$ cat src/hw/dmacc_pkg.sv
package dmacc_pkg;

  // Register offsets as printed; each is kept as a named constant
  localparam logic [31:0] OFF_ITEM_IDX = 32'h5000_353e;
  localparam logic [31:0] OFF_SRC_LO   = 32'h5000_3540;
  localparam logic [31:0] OFF_SRC_HI   = 32'h5000_3542;
  localparam logic [31:0] OFF_DST_LO   = 32'h5000_3544;
  localparam logic [31:0] OFF_DST_HI   = 32'h5000_3546;
  localparam logic [31:0] OFF_INT_CNT  = 32'h5000_3548;
  localparam logic [31:0] OFF_LEN      = 32'h5000_354a;
  localparam logic [31:0] OFF_CTRL     = 32'h5000_354c;

  // Word index on the slave port; byte offset is twice the index
  localparam int unsigned AV_AW = 4;
  localparam logic [3:0] RI_ITEM_IDX = 4'((OFF_ITEM_IDX - OFF_ITEM_IDX) >> 1);
  localparam logic [3:0] RI_SRC_LO   = 4'((OFF_SRC_LO - OFF_ITEM_IDX) >> 1);
  localparam logic [3:0] RI_SRC_HI   = 4'((OFF_SRC_HI - OFF_ITEM_IDX) >> 1);
  localparam logic [3:0] RI_DST_LO   = 4'((OFF_DST_LO - OFF_ITEM_IDX) >> 1);
  localparam logic [3:0] RI_DST_HI   = 4'((OFF_DST_HI - OFF_ITEM_IDX) >> 1);
  localparam logic [3:0] RI_INT_CNT  = 4'((OFF_INT_CNT - OFF_ITEM_IDX) >> 1);
  localparam logic [3:0] RI_LEN      = 4'((OFF_LEN - OFF_ITEM_IDX) >> 1);
  localparam logic [3:0] RI_CTRL     = 4'((OFF_CTRL - OFF_ITEM_IDX) >> 1);

  // Control field positions
  localparam int CB_RUN     = 0;
  localparam int CB_WIDTH   = 1;
  localparam int CB_IRQ_EN  = 3;
  localparam int CB_TRIG    = 4;
  localparam int CB_DST_INC = 5;
  localparam int CB_SRC_INC = 6;
  localparam int CB_CIRC    = 7;
  localparam int CB_PRIO    = 8;
  localparam int CB_YIELD   = 11;
  localparam int CB_FILL    = 12;
  localparam int PRIO_W     = 3;

  // Writable control bits; 15:13 stay zero
  localparam logic [15:0] CTRL_WMASK = 16'h1fff;
  localparam logic [15:0] REG_RESET  = 16'h0000;
  localparam logic [1:0]  WIDTH_RSVD = 2'h3;

  typedef enum logic [2:0] {
    S_IDLE = 3'h0,
    S_TRIG = 3'h1,
    S_ARB  = 3'h2,
    S_READ = 3'h3,
    S_WRITE = 3'h4,
    S_GAP  = 3'h5
  } dmacc_state_t;

  // System bus request carried by the channel
  typedef struct packed {
    logic        req;
    logic        we;
    logic [1:0]  size;
    logic [31:0] addr;
    logic [31:0] wdata;
  } dmacc_mem_t;

  // Avalon-MM request from the register master
  typedef struct packed {
    logic        read;
    logic        write;
    logic [3:0]  address;
    logic [3:0]  byteenable;
    logic [31:0] writedata;
  } dmacc_av_t;

endpackage

$ cat src/hw/dmacc_addr_step.sv
`timescale 1ns/1ps
module dmacc_addr_step #(
  parameter int AW = 32,
  parameter int IW = 16
) (
  // Start address and step controls
  input  wire logic [AW-1:0] start,
  input  wire logic [IW-1:0] idx,
  input  wire logic          inc,
  input  wire logic [1:0]    width,
  // Address of the item selected by idx
  output logic      [AW-1:0] addr
);
  import dmacc_pkg::*;

  // Index must fit inside the address it offsets
  generate
    if (IW < 1 || AW < IW) begin : g_bad
      $error("IW must be at least 1 and no wider than AW");
    end
  endgenerate

  logic [AW-1:0] idx_ext;
  logic [1:0]    shift;
  logic [AW-1:0] offset;

  // Item size 1, 2 or 4 bytes; reserved width steps as one byte
  assign shift   = (width == WIDTH_RSVD) ? 2'h0 : width;
  assign idx_ext = AW'(idx);
  assign offset  = idx_ext << shift;
  assign addr    = start + (inc ? offset : '0);

endmodule

$ cat src/hw/dmacc_arbiter.sv
`timescale 1ns/1ps
module dmacc_arbiter #(
  parameter int NUM_CH = 8,
  parameter int PW     = 3
) (
  // Requests and priority levels of all channels
  input  wire logic [NUM_CH-1:0]    req,
  input  wire logic [NUM_CH*PW-1:0] prio,
  // One-hot grant
  output logic      [NUM_CH-1:0]    grant
);

  // At least one channel and one level bit are needed
  generate
    if (NUM_CH < 1 || PW < 1) begin : g_bad
      $error("NUM_CH and PW must be at least 1");
    end
  endgenerate

  genvar k;
  // A channel loses to a higher level, or to a lower number at equal level
  generate
    for (k = 0; k < NUM_CH; k++) begin : g_ch
      logic beaten;
      always_comb begin
        beaten = 1'b0;
        for (int j = 0; j < NUM_CH; j++) begin
          if (req[j] && (prio[j*PW +: PW] > prio[k*PW +: PW] ||
              (prio[j*PW +: PW] == prio[k*PW +: PW] && j < k))) begin
            beaten = 1'b1;
          end
        end
        grant[k] = req[k] & ~beaten;
      end
    end
  endgenerate

endmodule

$ cat src/hw/dmacc_channel.sv
// Operation
// - Read-only item index, cleared at completion
// - Addresses from index, step enables, width
// - Source start address in two halves
// - Destination start address in two halves
// - Interrupt when match count equals old index
// - Interrupt only with interrupt enable set
// - Length N moves N plus one items
// - Fill mode fetches source once only
// - Fill run is never broken by others
// - Blocking mode copies back-to-back, locks bus
// - Yield mode waits one cycle after each store but the last
// - Peripheral triggering ignores the yield bit
// - Highest priority level wins the bus
// - Equal levels: lowest channel number wins
// - Normal mode stops and clears run bit
// - Circular mode with triggering keeps running and restarts
// - Source steps 1, 2 or 4 bytes
// - Destination steps by the item size
// - Start at once, or wait for request
// - Width field selects 1, 2, 4 bytes
// - Run bit off holds the channel idle
`timescale 1ns/1ps
module dmacc_channel #(
  parameter int NUM_CH = 8,
  parameter int CH_ID  = 0
) (
  // Clock and reset
  input  wire logic                       CLK,
  input  wire logic                       RST,
  // Avalon-MM register slave
  input  wire dmacc_pkg::dmacc_av_t       AV_IN,
  output logic      [31:0]                AV_READDATA,
  output logic                            AV_WAITREQUEST,
  // System bus master side
  output dmacc_pkg::dmacc_mem_t           MEM_OUT,
  input  wire logic [31:0]                MEM_RDATA,
  input  wire logic                       MEM_ACK,
  output logic                            BUS_LOCK,
  // Peripheral trigger
  input  wire logic                       PERIPH_REQ,
  // Requests and levels of the other channels
  input  wire logic [NUM_CH-1:0]          PEER_REQ,
  input  wire logic [NUM_CH*3-1:0]        PEER_PRIO,
  // Events and status
  output logic                            CH_IRQ,
  output logic                            CH_DONE,
  output logic                            CH_ACTIVE
);
  import dmacc_pkg::*;

  // Channel number must name one of the arbitrated channels
  generate
    if (NUM_CH < 1 || CH_ID < 0 || CH_ID >= NUM_CH) begin : g_bad
      $error("CH_ID outside the channel range");
    end
  endgenerate

  logic [15:0]     cfg_reg [1:6];
  logic [15:0]     ctrl_reg;
  logic [15:0]     ctrl_next;
  logic [15:0]     idx_reg;
  logic [15:0]     idx_next;
  dmacc_state_t    state_reg;
  dmacc_state_t    state_next;
  dmacc_mem_t      mem_reg;
  dmacc_mem_t      mem_next;
  logic [31:0]     data_reg, data_next;
  logic            hold_reg, hold_next;
  logic            irq_reg, irq_next;
  logic            done_reg, done_next;
  logic            resp_reg;
  logic [31:0]     rdata_reg;
  logic            run_clear;
  logic            own_req;
  logic            own_grant;
  logic [NUM_CH-1:0]   req_vec;
  logic [NUM_CH*3-1:0] prio_vec;
  logic [NUM_CH-1:0]   grant_vec;

  // Control fields
  wire logic       run     = ctrl_reg[CB_RUN];
  wire logic [1:0] width   = ctrl_reg[CB_WIDTH +: 2];
  wire logic       irq_en  = ctrl_reg[CB_IRQ_EN];
  wire logic       trig    = ctrl_reg[CB_TRIG];
  wire logic       dst_inc = ctrl_reg[CB_DST_INC];
  wire logic       src_inc = ctrl_reg[CB_SRC_INC];
  wire logic       circ    = ctrl_reg[CB_CIRC];
  wire logic [2:0] prio    = ctrl_reg[CB_PRIO +: PRIO_W];
  wire logic       yield   = ctrl_reg[CB_YIELD];
  wire logic       fill    = ctrl_reg[CB_FILL];

  // Decoded behaviour of the current item
  wire logic [31:0] src_start = {cfg_reg[RI_SRC_HI], cfg_reg[RI_SRC_LO]};
  wire logic [31:0] dst_start = {cfg_reg[RI_DST_HI], cfg_reg[RI_DST_LO]};
  wire logic [15:0] len_w     = cfg_reg[RI_LEN];
  wire logic [15:0] icnt_w    = cfg_reg[RI_INT_CNT];
  wire logic        last      = (idx_reg == len_w);
  wire logic        gap       = yield & ~trig;
  wire logic        keep      = circ & trig;

  // Avalon decode: answer on the second edge of each request
  wire logic   av_req   = AV_IN.read | AV_IN.write;
  wire logic   wr_acc   = AV_IN.write & resp_reg;
  wire logic   rd_first = AV_IN.read & ~resp_reg;
  wire logic   cfg_hit  = (AV_IN.address >= RI_SRC_LO) && (AV_IN.address <= RI_LEN);
  wire logic   sw_ctrl  = wr_acc && (AV_IN.address == RI_CTRL);
  logic [15:0] wr_merged;
  logic [15:0] rd_mux;
  logic [15:0] cfg_rd;
  assign AV_WAITREQUEST = av_req & ~resp_reg;
  assign AV_READDATA    = rdata_reg;

  // Byte lanes 0 and 1 carry the 16-bit register; upper lanes ignored
  function automatic logic [15:0] merge16(input logic [15:0] old,
                                          input logic [31:0] wd,
                                          input logic [3:0]  be);
    merge16 = {be[1] ? wd[15:8] : old[15:8], be[0] ? wd[7:0] : old[7:0]};
  endfunction

  assign wr_merged = (AV_IN.address == RI_CTRL) ?
                     merge16(ctrl_reg, AV_IN.writedata, AV_IN.byteenable) :
                     merge16(cfg_rd, AV_IN.writedata, AV_IN.byteenable);
  assign cfg_rd = cfg_hit ? cfg_reg[AV_IN.address[2:0]] : REG_RESET;

  // Read mux; unmapped words read zero
  assign rd_mux = (AV_IN.address == RI_ITEM_IDX) ? idx_reg :
                  (AV_IN.address == RI_CTRL)     ? ctrl_reg : cfg_rd;

  // Software write wins over the completion clear of the run bit
  assign ctrl_next = sw_ctrl   ? (wr_merged & CTRL_WMASK) :
                     run_clear ? (ctrl_reg & ~(16'h0001 << CB_RUN)) :
                                 ctrl_reg;

  // Slave response and read data
  always_ff @(posedge CLK or posedge RST) begin
    if (RST) begin
      resp_reg  <= 1'b0;
      rdata_reg <= 32'h0000_0000;
    end else begin
      resp_reg  <= av_req & ~resp_reg;
      if (rd_first) begin
        rdata_reg <= {16'h0000, rd_mux};
      end
    end
  end

  // Configuration storage, indexed by word
  always_ff @(posedge CLK or posedge RST) begin
    if (RST) begin
      for (int i = 1; i <= 6; i++) begin
        cfg_reg[i] <= REG_RESET;
      end
      ctrl_reg <= REG_RESET;
    end else begin
      if (wr_acc && cfg_hit) begin
        cfg_reg[AV_IN.address[2:0]] <= wr_merged;
      end
      ctrl_reg <= ctrl_next;
    end
  end

  // Item addresses from the live index
  logic [31:0] src_addr;
  logic [31:0] dst_addr;
  dmacc_addr_step #(.AW(32), .IW(16)) u_src_step (
    .start (src_start),
    .idx   (idx_reg),
    .inc   (src_inc),
    .width (width),
    .addr  (src_addr)
  );
  dmacc_addr_step #(.AW(32), .IW(16)) u_dst_step (
    .start (dst_start),
    .idx   (idx_reg),
    .inc   (dst_inc),
    .width (width),
    .addr  (dst_addr)
  );

  // Own request and level take this channel's slot in the arbiter
  genvar g;
  generate
    for (g = 0; g < NUM_CH; g++) begin : g_slot
      assign req_vec[g] = (g == CH_ID) ? own_req : PEER_REQ[g];
      assign prio_vec[g*3 +: 3] = (g == CH_ID) ? prio : PEER_PRIO[g*3 +: 3];
    end
  endgenerate

  dmacc_arbiter #(.NUM_CH(NUM_CH), .PW(PRIO_W)) u_arb (
    .req   (req_vec),
    .prio  (prio_vec),
    .grant (grant_vec)
  );

  // A fill run keeps the bus once won
  assign own_grant = hold_reg | grant_vec[CH_ID];

  // Transfer sequencer
  always_comb begin
    state_next = state_reg;
    idx_next   = idx_reg;
    mem_next   = mem_reg;
    data_next  = data_reg;
    hold_next  = hold_reg;
    irq_next   = 1'b0;
    done_next  = 1'b0;
    run_clear  = 1'b0;
    own_req    = 1'b0;
    case (state_reg)
      S_IDLE: begin
        hold_next = 1'b0;
        idx_next  = 16'h0000;
        if (run) begin
          state_next = trig ? S_TRIG : S_ARB;
        end
      end
      S_TRIG: begin
        if (!run) begin
          state_next = S_IDLE;
        end else if (PERIPH_REQ) begin
          state_next = S_ARB;
        end
      end
      S_ARB: begin
        own_req = 1'b1;
        if (!run && !hold_reg) begin
          state_next = S_IDLE;
        end else if (own_grant) begin
          hold_next     = fill;
          mem_next.req  = 1'b1;
          mem_next.size = width;
          if (fill && idx_reg != 16'h0000) begin
            mem_next.we    = 1'b1;
            mem_next.addr  = dst_addr;
            mem_next.wdata = data_reg;
            state_next     = S_WRITE;
          end else begin
            mem_next.we    = 1'b0;
            mem_next.addr  = src_addr;
            mem_next.wdata = 32'h0000_0000;
            state_next     = S_READ;
          end
        end
      end
      S_READ: begin
        if (MEM_ACK) begin
          data_next      = MEM_RDATA;
          mem_next.we    = 1'b1;
          mem_next.addr  = dst_addr;
          mem_next.wdata = MEM_RDATA;
          state_next     = S_WRITE;
        end
      end
      S_WRITE: begin
        if (MEM_ACK) begin
          mem_next.req = 1'b0;
          irq_next     = irq_en && (idx_reg == icnt_w);
          if (last) begin
            done_next = 1'b1;
            idx_next  = 16'h0000;
            hold_next = 1'b0;
            if (keep) begin
              state_next = S_TRIG;
            end else begin
              run_clear  = 1'b1;
              state_next = S_IDLE;
            end
          end else begin
            idx_next = idx_reg + 16'h0001;
            // Blocking mode goes straight back to the bus; triggered mode waits in S_TRIG for the next request
            state_next = gap ? S_GAP : (trig ? S_TRIG : S_ARB);
          end
        end
      end
      S_GAP: begin
        state_next = S_ARB;
      end
      default: begin
        state_next = S_IDLE;
      end
    endcase
  end

  // Sequencer registers
  always_ff @(posedge CLK or posedge RST) begin
    if (RST) begin
      state_reg <= S_IDLE;
      idx_reg   <= REG_RESET;
      mem_reg   <= '0;
      data_reg  <= 32'h0000_0000;
      hold_reg  <= 1'b0;
      irq_reg   <= 1'b0;
      done_reg  <= 1'b0;
    end else begin
      state_reg <= state_next;
      idx_reg   <= idx_next;
      mem_reg   <= mem_next;
      data_reg  <= data_next;
      hold_reg  <= hold_next;
      irq_reg   <= irq_next;
      done_reg  <= done_next;
    end
  end

  // Lower masters are shut out unless yielding; a fill run always locks
  assign BUS_LOCK  = ((state_reg == S_READ || state_reg == S_WRITE) &&
                      (~yield | trig)) | hold_reg;
  assign MEM_OUT   = mem_reg;
  assign CH_IRQ    = irq_reg;
  assign CH_DONE   = done_reg;
  assign CH_ACTIVE = (state_reg != S_IDLE);
endmodule

$ cat config.mk
export PLATFORM = sky130hd
export DESIGN_NAME = dmacc_channel
export DESIGN_NICKNAME = d
export VERILOG_FILES = /design/src/hw/dmacc_pkg.sv /design/src/hw/dmacc_addr_step.sv /design/src/hw/dmacc_arbiter.sv /design/src/hw/dmacc_channel.sv
export SDC_FILE = /design/constraint.sdc
export NUM_CORES = 1
export LEC_CHECK = 0
export BUFFER_PORTS_ARGS = -buffer_cell sky130_fd_sc_hd__buf_2
export CAP_MARGIN = 20
export CORE_ASPECT_RATIO = 2
export CORE_MARGIN = 2
export CORE_UTILIZATION = 50
export DETAILED_ROUTE_END_ITERATION = 10
export HOLD_SLACK_MARGIN = 0.06
export PLACE_DENSITY = 0.83
export SLEW_MARGIN = 10
export SYNTH_ARGS = -nofsm -noshare
export SYNTH_HDL_FRONTEND = slang
export SYNTH_SLANG_ARGS = --single-unit
export TNS_END_PERCENT = 100
$ cat constraint.sdc
create_clock -name CLK -period 9.2 [get_ports CLK]
set_input_delay 2.3 -clock CLK [delete_from_list [all_inputs] [get_ports CLK]]
set_output_delay 2.3 -clock CLK [all_outputs]
set_load 0.1 [all_outputs]
==> run_results.csv <==
group,metric,value,unit
layout,fin_util,56.5,%
sta,rsz0062_at_grt,"no",
route,routed_wl,48300,um
sta,period_share,58.3,%
sta,final.setup.tns,0,ns
pwr,finalPower,5.00,mW
route,wl_per_cell,22.5,um
synth,ys_seq_area_share,40.9,%
global_route,overflow,0,
clock_tree,htreeDepth,1,
floorplanning,rows,90,
min_path,hp-class,"flip-flop to flip-flop",
synth,ys.flop_type,"dfrtp_1",
sta,worst_slew_pin_slew,1.00,ns
pwr,power_density,294,nW/um^2
layout,fill_cells,2621,
layout,finish.instance_area,17000,um^2
worst_setup_path,critPathCaptureType,"output port",
floorplanning,dieArea,31900,um^2
synth,postSynthCellCount,1637,
layout,syn_to_final_growth,11.9,%
route,vias_per_cell,6.20,
route,final_antenna_net_count,0,
placement,portBuffers,176,
global_route,grt_use_total,30.1,%
sta,fin_crit,5.36,ns
synth,ys_types,77,
global_route,antenna_found_initial,0,
clock_tree,cts_buffers,23,
route,drc,0,
pwr,p_leak,7.92,nW
pwr,vdd.ir_drop.worst,0.205,mV
worst_setup_path,cp.required,6.90,ns
route,dr.first_iter.drc_count,1091,
worst_setup_path,cp_max_fo,4,
worst_setup_path,crit_arrival,3.06,ns
placement,post-place-ws,3.63,ns
synth,synth_edf_count,0,
route,firstDrtPassIters,6,
floorplanning,num_io_pins,215,
clock_tree,cts_tree,"built",
layout,most-common-layout-cells,"dfrtp_1, buf_2, nand2_1",
clock_tree,cts-root-buf,"clkbuf_16",
floorplanning,start_util,50.5,%
worst_setup_path,crit_path_start_kind,"primary input",
sta,layout_setup_ws,3.84,ns
synth,async_flop_share,100,%
clock_tree,cts_setup_buffers,0,
sta,hold_viol,0,
layout,n_antenna_cell,0,
placement,placed_area,16300,um^2
layout,final_common_cell,"dfrtp_1",
synth,synth_warnings,0,
clock_tree,clock-sinks,248,
clock_tree,cts_resized,0,
worst_setup_path,critical_path_class,"primary input to output port",
floorplanning,die_h,250,um
sta,setup_viol,0,
layout,num-nets-final,1932,
flow_run,max_cap_viol_count,0,
sta,max_freq,186,MHz
layout,largest_reg_flops,68,
sta,max_slew_margin,33.1,%
status,status,"finished clean",
synth,ys_ff_latch,248,
floorplanning,core,30100,um^2
global_route,grt_start_max_net_pins,97,
layout,drive_above_1_share,21.0,%
clock_tree,hold_buffers,0,
clock_tree,path_clk_slew,0.07,ns
clock_tree,clock_latency,0.55,ns
sta,drv_slew,0,
floorplanning,die_w,127,um
global_route,grt_pass1_vias,13200,
synth,syn_area_per_cell,9.28,um^2
route,vias,13300,
placement,dpl.hpwl,36400,um
clock_tree,clk_path_buf_depth,3,
placement,routabilityCongestion,1.04,
sta,skew,0.0148,ns
synth,synth_area,15200,um^2
global_route,grt_pass1_wl,74200,um
==> power by group <==
group / internal, mW / switching [mW] / total [mW] / leakage (nW)
Sequential: 1.40 / 0.240 / 1.64 / 3.20
Combinational: 0.569 / 1.85 / 2.42 / 4.39
Clock: 0.504 / 0.429 / 0.933 / 0.334
==> final cells by class <==
class                   instances  area (um^2)  area share (%)
clock buffers                  34          627            3.69
clock inverters                 6         75.1           0.442
multi-input cells            1235         8350            49.1
well taps                     368          460            2.71
flip-flops and latches        248         6210            36.5
repair buffers                198         1070            6.32
inverters                      53          206            1.21
==> synth_stat cells (all sizes together), types with 17 or more instances <==
cell | count | area, um^2
a211oi | 33 | 253
a21oi | 130 | 651
a22oi | 33 | 248
and2 | 38 | 238
buf | 37 | 248
clkbuf | 81 | 304
dfrtp | 248 | 6210
ha | 61 | 763
inv | 53 | 199
mux2 | 120 | 1350
nand2 | 158 | 593
nand3 | 26 | 130
nand4 | 17 | 106
nor2 | 91 | 342
nor2b | 21 | 131
nor3 | 23 | 125
o21ai | 165 | 826
o22ai | 18 | 113
xnor2 | 35 | 307
xor2 | 60 | 526
==> cell families after synthesis <==
family          count (synthesis)  synth area share (%)
buf+inv                       171                  4.94
simple gates                  446                  14.3
mux                           122                  9.03
fa+ha+maj                      63                  5.29
other cells                     1                0.0247
flops                         248                  40.9
compound gates                491                  20.0
xor+xnor                       95                  5.48
==> worst max-delay path: stages <==
cell	delay, ns
buf_2	0.14
nor2_1	0.06
nor2_1	0.12
buf_2	0.44
==> path summary, 6_finish.rpt <==
| path | startpoint | endpoint | slack [ns] | cells past startpoint |
|---|---|---|---|---|
| worst max-delay path | AV_IN[40] | AV_WAITREQUEST | 3.84 | 4 |
| min in group asynchronous | RST | MEM_OUT[56]$_DFFE_PP0P_ | 1.81 | 2 |
| worst min-delay path | MEM_OUT[52]$_DFFE_PP0P_ | MEM_OUT[52]$_DFFE_PP0P_ | 0.47 | 2 |
| worst max register to register | ctrl_reg[2]$_DFFE_PP0P_ | MEM_OUT[52]$_DFFE_PP0P_ | 5.06 | 13 |
| worst min register to register | MEM_OUT[52]$_DFFE_PP0P_ | MEM_OUT[52]$_DFFE_PP0P_ | 0.47 | 2 |
| max in group asynchronous | RST | MEM_OUT[33]$_DFFE_PP0P_ | 5.88 | 3 |
==> through the flow <==
| stage | hold WS [ns] | cells |
|---|---|---|
| floorplan | 0.473 | 1654 |
| global placement | 0.458 | 2099 |
| detailed placement | 0.461 | 2100 |
| CTS | 0.476 | 2140 |
| global route | 0.502 | 2142 |
| finish | 0.474 | 2142 |
==> routing by layer <==
metal | track usage [%] | vias up | part of all wire [%]
met5 | 0 | - | 0
met2 | 53.3 | 603 | 51
met4 | 24.6 | 0 | 9.9
li1 | - | 6089 | -
met1 | 31.8 | 6411 | 34
met3 | 2.86 | 185 | 5.2
(Power assumes the default switching activity.)
